[config.mk]
export PLATFORM = sky130hd
export DESIGN_NAME = clkrst_top
export DESIGN_NICKNAME = d
export VERILOG_FILES = /design/src/core/clkrst_pkg.sv /design/src/core/synth_if.sv /design/src/core/clkrst_top.sv /design/src/core/out_synth.sv
export SDC_FILE = /design/constraint.sdc
export NUM_CORES = 1
export LEC_CHECK = 0
export BUFFER_PORTS_ARGS = -buffer_cell sky130_fd_sc_hd__buf_2
export CORE_UTILIZATION = 57
export CTS_CLUSTER_SIZE = 14
export DETAILED_ROUTE_END_ITERATION = 10
export HOLD_SLACK_MARGIN = 0.08
export MAX_ROUTING_LAYER = met4
export PLACE_DENSITY = 0.8
export SYNTH_ARGS = -nofsm -noshare
export SYNTH_HDL_FRONTEND = slang
export SYNTH_SLANG_ARGS = --single-unit
export TNS_END_PERCENT = 30
[constraint.sdc]
create_clock -name CLK -period 3.9 [get_ports CLK]
set_input_delay 0.975 -clock CLK [delete_from_list [all_inputs] [get_ports CLK]]
set_output_delay 0.975 -clock CLK [all_outputs]
set_load 0.1 [all_outputs]
[src/core/clkrst_pkg.sv]
// Contract
// - divide input by 1 to 2046, 1 bypasses
// - two independent 10-bit high and low counts
// - divisor equals high plus low counts
// - half-cycle option extends high phase
// - each of four outputs picks any phase
// - outputs can step through phases sequentially
// - clock enable synchronized to synthesizer output
// - gating switchable per output
// - gated output aligned with synthesizer input
// - one output routable to any pad buffer
// - distributed resets are active low
// - async reset synchronized on release per domain
// - sync reset used directly in own domain
// - each reset synchronized by selected clock domain
// - input multiplexer picks reset source per synchronizer
// - reset pipelined for balanced latency
// - two opposite groups of eight resets
// - tap pipeline mux with configurable latency
// - bank gets 16 lines, pick clock's reset
// - two pipeline stages across each bank
// - preset flops start one, others zero
package clkrst_pkg;
   localparam int CNT_W      = 10;
   localparam int NUM_OUT    = 4;
   localparam int NUM_PHASE  = 8;
   localparam int PH_W       = 3;
   localparam int NUM_PAD    = 6;
   localparam int PAD_W      = 3;
   localparam int GRP_W      = 8;
   localparam int BANK_W     = 16;
   localparam int RSEL_W     = 4;
   localparam int LAT_W      = 2;
   localparam int SYNC_DEPTH = 2;
   localparam logic [CNT_W-1:0] CNT_ONE = 10'h001;
   localparam logic [CNT_W-1:0] CNT_ZERO = 10'h000;
   localparam logic [PH_W-1:0]  PH_ZERO = 3'h0;
   localparam logic [PH_W-1:0]  PH_ONE  = 3'h1;
endpackage : clkrst_pkg

[src/core/synth_if.sv]
`timescale 1ns/1ns
interface synth_if;
   import clkrst_pkg::*;
   logic [CNT_W-1:0] hi_cnt;
   logic [CNT_W-1:0] lo_cnt;
   logic             half_en;
   logic             bypass;
   logic             clk_out;
   logic             period_end;
   modport ctl (output hi_cnt, lo_cnt, half_en, bypass, input clk_out, period_end);
   modport syn (input hi_cnt, lo_cnt, half_en, bypass, output clk_out, period_end);
endinterface : synth_if

[src/core/clkrst_top.sv]
`timescale 1ns/1ns
module clkrst_top
   import clkrst_pkg::*;
#(
   parameter int NOUT = NUM_OUT,
   parameter int GW   = GRP_W
)(
   input  wire logic                      CLK,
   input  wire logic                      RST_N,
   input  wire logic                      CE,
   input  wire logic [CNT_W-1:0]          HI_CNT,
   input  wire logic [CNT_W-1:0]          LO_CNT,
   input  wire logic                      HALF_EN,
   input  wire logic                      BYPASS,
   input  wire logic [NUM_PHASE-1:0]      PHASES,
   input  wire logic [NOUT*PH_W-1:0]      PHASE_SEL,
   input  wire logic [NOUT-1:0]           PHASE_STEP,
   input  wire logic [NOUT-1:0]           GATE_ON,
   input  wire logic [NOUT-1:0]           FAB_CLKEN,
   input  wire logic [PAD_W-1:0]          PAD_SEL,
   output      logic [NUM_PAD-1:0]        PAD_OUT,
   output      logic [NOUT-1:0]           GEN_OUT,
   input  wire logic [3:0]                RST_SRC_N,
   input  wire logic [1:0]                RST_SRC_SEL,
   input  wire logic                      RST_SRC_SYNC,
   output      logic                      SYNC_RST_N,
   input  wire logic [LAT_W-1:0]          TAP_LAT,
   input  wire logic [GW-1:0]             GRP_N_IN_N,
   input  wire logic [GW-1:0]             GRP_S_IN_N,
   output      logic [GW-1:0]             GRP_N_OUT_N,
   output      logic [GW-1:0]             GRP_S_OUT_N,
   input  wire logic [RSEL_W-1:0]         BANK_RSEL,
   output      logic                      BANK_RST_N,
   input  wire logic                      PRESET_IN,
   output      logic                      PRESET_Q,
   output      logic                      CLEAR_Q
);
   import clkrst_pkg::*;

   // ----------------------------------------
   // output synthesizer
   // ----------------------------------------
   synth_if s_if ();
   assign s_if.hi_cnt  = HI_CNT;
   assign s_if.lo_cnt  = LO_CNT;
   assign s_if.half_en = HALF_EN;
   assign s_if.bypass  = BYPASS;

   out_synth u_synth (
      .CLK   (CLK),
      .RST_N (RST_N),
      .CE    (CE),
      .s     (s_if.syn)
   );

   // ----------------------------------------
   // phase select, stepping and gating
   // ----------------------------------------
   logic [PH_W-1:0] phase [NOUT];
   logic [NOUT-1:0] step_d;
   logic [NOUT-1:0] en_s1;
   logic [NOUT-1:0] en_s2;
   logic [NOUT-1:0] gen_q;

   for (genvar i = 0; i < NOUT; i++) begin : g_out
      // step advances on a rising request; static select loads while the request is low
      always_ff @(posedge CLK or negedge RST_N) begin
         if (!RST_N) begin
            phase[i]  <= PH_ZERO;
            step_d[i] <= 1'b0;
         end else if (CE) begin
            step_d[i] <= PHASE_STEP[i];
            if (PHASE_STEP[i] && !step_d[i])
               phase[i] <= phase[i] + PH_ONE;
            else if (!PHASE_STEP[i])
               phase[i] <= PHASE_SEL[i*PH_W +: PH_W];
         end
      end

      // enable resynchronised, only changes the gate at period end
      always_ff @(posedge CLK or negedge RST_N) begin
         if (!RST_N) begin
            en_s1[i] <= 1'b0;
            en_s2[i] <= 1'b0;
         end else if (CE) begin
            en_s1[i] <= FAB_CLKEN[i];
            if (s_if.period_end)
               en_s2[i] <= en_s1[i];
         end
      end

      // registered output keeps a fixed one-cycle offset from the input
      always_ff @(posedge CLK or negedge RST_N) begin
         if (!RST_N) gen_q[i] <= 1'b0;
         else if (CE)
            gen_q[i] <= s_if.clk_out && PHASES[phase[i]]
                        && (!GATE_ON[i] || en_s2[i]);
      end

      a_gate_block: assert property (@(posedge CLK) disable iff (!RST_N)
         CE && GATE_ON[i] && !en_s2[i] |=> !gen_q[i])
         else $error("gated output passed while disabled");
   end

   assign GEN_OUT = gen_q;

   // ----------------------------------------
   // pad routing of output 0
   // ----------------------------------------
   always_ff @(posedge CLK or negedge RST_N) begin
      if (!RST_N) PAD_OUT <= '0;
      else if (CE) begin
         PAD_OUT <= '0;
         if (PAD_SEL < PAD_W'(NUM_PAD))
            PAD_OUT[PAD_SEL] <= gen_q[0];
      end
   end

   a_pad_route: assert property (@(posedge CLK) disable iff (!RST_N)
      CE && PAD_SEL < PAD_W'(NUM_PAD) |=> $countones(PAD_OUT) <= 1)
      else $error("more than one pad driven");

   // ----------------------------------------
   // reset input block and synchronizer
   // ----------------------------------------
   // sources are assumed active low and glitch free
   logic             src_n;
   logic             rs1_n;
   logic             rs2_n;
   assign src_n = RST_SRC_N[RST_SRC_SEL];

   // async source: assert at once, release through two flops
   always_ff @(posedge CLK or negedge RST_N) begin
      if (!RST_N) begin
         rs1_n <= 1'b0;
         rs2_n <= 1'b0;
      end else if (CE) begin
         rs1_n <= src_n;
         rs2_n <= rs1_n;
      end
   end

   // a source already in this domain skips the release delay
   assign SYNC_RST_N = RST_SRC_SYNC ? src_n : (rs2_n && src_n);

   a_release_sync: assert property (@(posedge CLK) disable iff (!RST_N)
      CE && !RST_SRC_SYNC && $rose(rs2_n) |-> $past(src_n, 2))
      else $error("reset released without synchronizer delay");

   // ----------------------------------------
   // global reset groups with tap latency
   // ----------------------------------------
   localparam int NSTG = 4;
   logic [GW-1:0] pn [NSTG];
   logic [GW-1:0] ps [NSTG];

   always_ff @(posedge CLK or negedge RST_N) begin
      if (!RST_N) begin
         for (int k = 0; k < NSTG; k++) begin
            pn[k] <= '0;
            ps[k] <= '0;
         end
      end else if (CE) begin
         pn[0] <= GRP_N_IN_N;
         ps[0] <= GRP_S_IN_N;
         for (int k = 1; k < NSTG; k++) begin
            pn[k] <= pn[k-1];
            ps[k] <= ps[k-1];
         end
      end
   end

   assign GRP_N_OUT_N = pn[TAP_LAT];
   assign GRP_S_OUT_N = ps[TAP_LAT];

   // ----------------------------------------
   // bank reset network
   // ----------------------------------------
   logic [BANK_W-1:0] bank1;
   logic [BANK_W-1:0] bank2;

   always_ff @(posedge CLK or negedge RST_N) begin
      if (!RST_N) begin
         bank1 <= '0;
         bank2 <= '0;
      end else if (CE) begin
         bank1 <= {GRP_S_OUT_N, GRP_N_OUT_N};
         bank2 <= bank1;
      end
   end

   assign BANK_RST_N = bank2[BANK_RSEL];

   a_bank_lat: assert property (@(posedge CLK) disable iff (!RST_N)
      CE ##1 CE |-> bank2 == $past({GRP_S_OUT_N, GRP_N_OUT_N}, 2))
      else $error("bank reset latency not two stages");

   // ----------------------------------------
   // post-configuration initial values
   // ----------------------------------------
   always_ff @(posedge CLK or negedge RST_N) begin
      if (!RST_N) PRESET_Q <= 1'b1;
      else if (CE) PRESET_Q <= PRESET_IN;
   end

   always_ff @(posedge CLK or negedge RST_N) begin
      if (!RST_N) CLEAR_Q <= 1'b0;
      else if (CE) CLEAR_Q <= PRESET_IN;
   end

   a_init_follow: assert property (@(posedge CLK) disable iff (!RST_N)
      CE |=> PRESET_Q == $past(PRESET_IN) && CLEAR_Q == $past(PRESET_IN))
      else $error("initialised flop did not follow its data");
endmodule : clkrst_top

[src/core/out_synth.sv]
`timescale 1ns/1ns
// output synthesizer on a 2x-rate enable model: each CLK is a half input cycle
module out_synth
   import clkrst_pkg::*;
(
   input  wire logic CLK,
   input  wire logic RST_N,
   input  wire logic CE,
   synth_if.syn      s
);
   logic [CNT_W:0] hcnt;
   logic           phase_hi;
   logic           tog;
   logic [CNT_W-1:0] hi_q;
   logic [CNT_W-1:0] lo_q;
   logic             half_q;
   logic             div_out;
   logic             last;

   // settings taken only at a period boundary
   always_ff @(posedge CLK or negedge RST_N) begin
      if (!RST_N) begin
         hi_q   <= CNT_ONE;
         lo_q   <= CNT_ONE;
         half_q <= 1'b0;
      end else if (CE && last) begin
         hi_q   <= s.hi_cnt;
         lo_q   <= s.lo_cnt;
         half_q <= s.half_en;
      end
   end

   // count half cycles: high phase = 2*hi (+1 when half), low = 2*lo
   always_ff @(posedge CLK or negedge RST_N) begin
      if (!RST_N) begin
         hcnt     <= '0;
         phase_hi <= 1'b1;
      end else if (CE) begin
         if (phase_hi && (hcnt + 1'b1 >= {hi_q, half_q})) begin
            phase_hi <= 1'b0;
            hcnt     <= '0;
         end else if (!phase_hi && (hcnt + 1'b1 >= {lo_q, 1'b0})) begin
            phase_hi <= 1'b1;
            hcnt     <= '0;
         end else begin
            hcnt <= hcnt + 1'b1;
         end
      end
   end

   assign last = !phase_hi && (hcnt + 1'b1 >= {lo_q, 1'b0});

   // half-rate toggle stands for the undivided input clock in bypass
   always_ff @(posedge CLK or negedge RST_N) begin
      if (!RST_N) tog <= 1'b0;
      else if (CE) tog <= ~tog;
   end

   assign div_out      = phase_hi;
   assign s.clk_out    = s.bypass ? tog : div_out;
   assign s.period_end = s.bypass ? 1'b1 : last;

   a_period_sum: assert property (@(posedge CLK) disable iff (!RST_N)
      CE && $fell(phase_hi) |-> hi_q != CNT_ZERO || half_q)
      else $error("high phase ended with empty count");
endmodule : out_synth

==> results.ini <==
[run_status]
status = completed

[global_route]
gr-usage-all-layers_pct = 23.8
grt_use_met2_pct = 39.3
overflow = 0
antenna_found_initial = 1
grt_pass1_wl_mm = 26.0
globalRouteMet1Util_pct = 28.6
grt_use_met3_pct = 4.65
grt_pass1_vias = 5424
busiest_layer = met2
grt_max_degree = 132

[finish]
final_common_cell = dfrtp_1
most-common-layout-cells = dfrtp_1 (164), buf_2 (117), mux2_2 (112)
syn_to_final_growth_pct = 17.1
utilization_pct = 68.6
drive_above_1_share_pct = 44.8
stdcell_count = 904
final_nets = 826
finalInstanceArea_um2 = 9530
fillCellCount = 929

[routing]
ant_nets = 0
wl_per_cell_um = 17.4
wl_mm = 15.7
drt_iter0_drc = 292
vias_per_cell = 5.71
drt_first_pass_iters = 4
vias = 5159
drc = 0

[placement]
hpwl_mm = 10.9
io_buffers = 119
placed_cells = 871
dp_slack_ps = 443
place_area_um2 = 8900
finalWeightedCongestion = 0.835

[yosys]
syn_nets = 709
avgSynthCellArea_um2 = 13.7
synth-seq-cells = 168
yosysWarnings = 0
ys_types = 38
yosysSeqAreaShare_pct = 51.7
syn_area_um2 = 8140
netlist_instances = 593

[pwr]
power_mw = 6.07
powerDensity_nw_per_um2 = 637
peakVddDrop_mv = 0.401
p_sw_mw = 2.05
clkPwrFrac_pct = 28.7
p_sw_share_pct = 33.8
power_frac_comb_pct = 30.1
p_int_mw = 4.02
p_seq_share_pct = 41.2
leakagePower_nw = 4.38

[sta]
period_share_pct = 88.7
skew_ps = 6.52
period_needed_ps = 3460
whs_ps = 477
finalWorstSetupSlack_ps = 442
setup_tns_ps = 0
tightest_slew_ps = 664
fmax_mhz = 289
setup_viol = 0
hold_violations = 0
rsz0062_at_grt = false
finalMaxSlewViolations = 0
slew_headroom_pct = 55.7

[floorplan]
start_util_pct = 58.6
rows = 43
die_area_um2 = 14800
fp.dieW_um = 121
pin_count = 120
die_y_um = 121
core_area_um2 = 13900

[worst_setup_path]
reg2reg_depth = 14
regToRegSetupSlack_ps = 440
worst_ep_arrival_time_ps = 3770
crit_path_start_kind = flip-flop
cp.required_ps = 4210
endpoint_kind = flip-flop
critical_path_class = reg -> reg
critPathMaxFanout = 21

[clock_tree]
hold_buffers = 0
cts_resized = 0
post_cts_buffers = 0
cts_tree = done
cts_max_level = 4
clk_latency_ps = 420
cts.root.buffer_cell = clkbuf_16
clkTransAtPathRegs_ps = 60
numCtsBuffers = 17
clock_path_buffers = 2
clock-sinks = 168

[hold_path]
hold_path.class = reg -> reg
hold_depth = 1

[job]
maxCapViolations = 0

Yosys cell counts:
cell type  instances  area share [%]
dfrtp_1          164              50
o21a_1             2            0.18
a21boi_0           1           0.092
nand2b_1           9            0.69
nor3b_4            1            0.23
o21bai_1           1           0.092
a21oi_1           22             1.4
xnor2_1            5            0.54
a21bo_1            1            0.12
o21ai_0           13            0.80
nand4_1            6            0.46
o32ai_1            4            0.43
a31oi_1            1           0.077
mux2_4            19             3.5
o21ai_2            1            0.11
a211o_1            1            0.11
nand3_1            8            0.49
buf_2             11            0.68
buf_6              2            0.28
a41oi_1            1            0.11
nor2b_1           10            0.77
buf_1              4            0.18
mux2i_1           17             2.1
a21o_1             4            0.37
a21oi_2            1            0.11
clkbuf_1           9            0.42
xor2_1            10             1.1
nor2_1             7            0.32
and3_1             4            0.31
ha_1              26             4.0
dfstp_2            4             1.3
nand2_1           23             1.1
mux2_2           112              16
a211oi_1           2            0.18
mux4_2            30             8.3
o22ai_1           17             1.3
inv_1             39             1.8
a221oi_1           1            0.11
flip-flops by register name, summed over array words and instances (netlist names), 6 cells and up:
name,cells
u_synth.hi_q,10
bank2,16
PAD_OUT,6
phase,12
u_synth.hcnt,11
pn,32
ps,32
bank1,16
u_synth.lo_q,10
power by group through the flow:
stage / sequential [mW] / clock [mW] / combinational, mW
2_1_floorplan: 2.54 / 0 / 1.36
3_3_place_gp: 2.49 / 0 / 1.73
3_5_place_dp: 2.53 / 0 / 1.82
4_1_cts: 2.51 / 1.78 / 1.84
5_1_grt: 2.55 / 1.85 / 1.98
6_report: 2.50 / 1.74 / 1.83
logic make-up (layout without fill, tap and decap cells):
group                    after synthesis  count (layout)  synth area share [%]
multiplexers                         178             178                  29.4
flip-flops                           168             168                  51.7
AO/OA/AOI/OAI                         73              73                  5.55
AND/OR/NAND/NOR                       68              68                  4.34
buffers and inverters                 65             195                  3.35
adder cells (fa/ha/maj)               26              26                  4.00
XOR/XNOR                              15              15                  1.61
other                                  0               1                     0
cell type report:
type                            instances  area (um2)  area share (%)
Sequential cell                       168        4210            44.2
Multi-Input combinational cell        360        3650            38.4
Timing Repair Buffer                  124         671            7.04
Clock buffer                           19         453            4.75
Tap cell                              180         225            2.36
Clock inverter                         13         166            1.75
Inverter                               39         146            1.54
Antenna cell                            1        2.50          0.0263
worst paths after layout:
path / start / endpoint
hold / removal: u_synth.tog$_DFFE_PN0P_ / u_synth.tog$_DFFE_PN0P_
setup reg to reg: u_synth.hcnt[0]$_DFFE_PN0P_ / u_synth.hi_q[9]$_DFFE_PN0P_
setup / recovery: u_synth.hcnt[0]$_DFFE_PN0P_ / u_synth.hi_q[9]$_DFFE_PN0P_
max in group asynchronous: RST_N / bank2[12]$_DFFE_PN0P_
hold reg to reg: u_synth.tog$_DFFE_PN0P_ / u_synth.tog$_DFFE_PN0P_
min in group asynchronous: RST_N / u_synth.lo_q[4]$_DFFE_PN0P_
critical path, cell delays in order, from the launching register on:
cell     delay [ps]
dfrtp_1         440
ha_1            260
nand2_1          70
nor2_1          200
and3_1          240
and3_1          180
xnor2_1         140
inv_1           100
ha_1            300
nand2_1          70
o21ai_0         340
a21oi_2          80
nor3b_4         190
buf_4           370
mux2_2          370
routing by layer:
layer  vias up  part of all wire [%]
met4         0                   2.5
met2       122                    52
met5         -                     0
met1      2612                    41
met3        31                   4.5
li1       2394                     -
(Power assumes the default switching activity.)
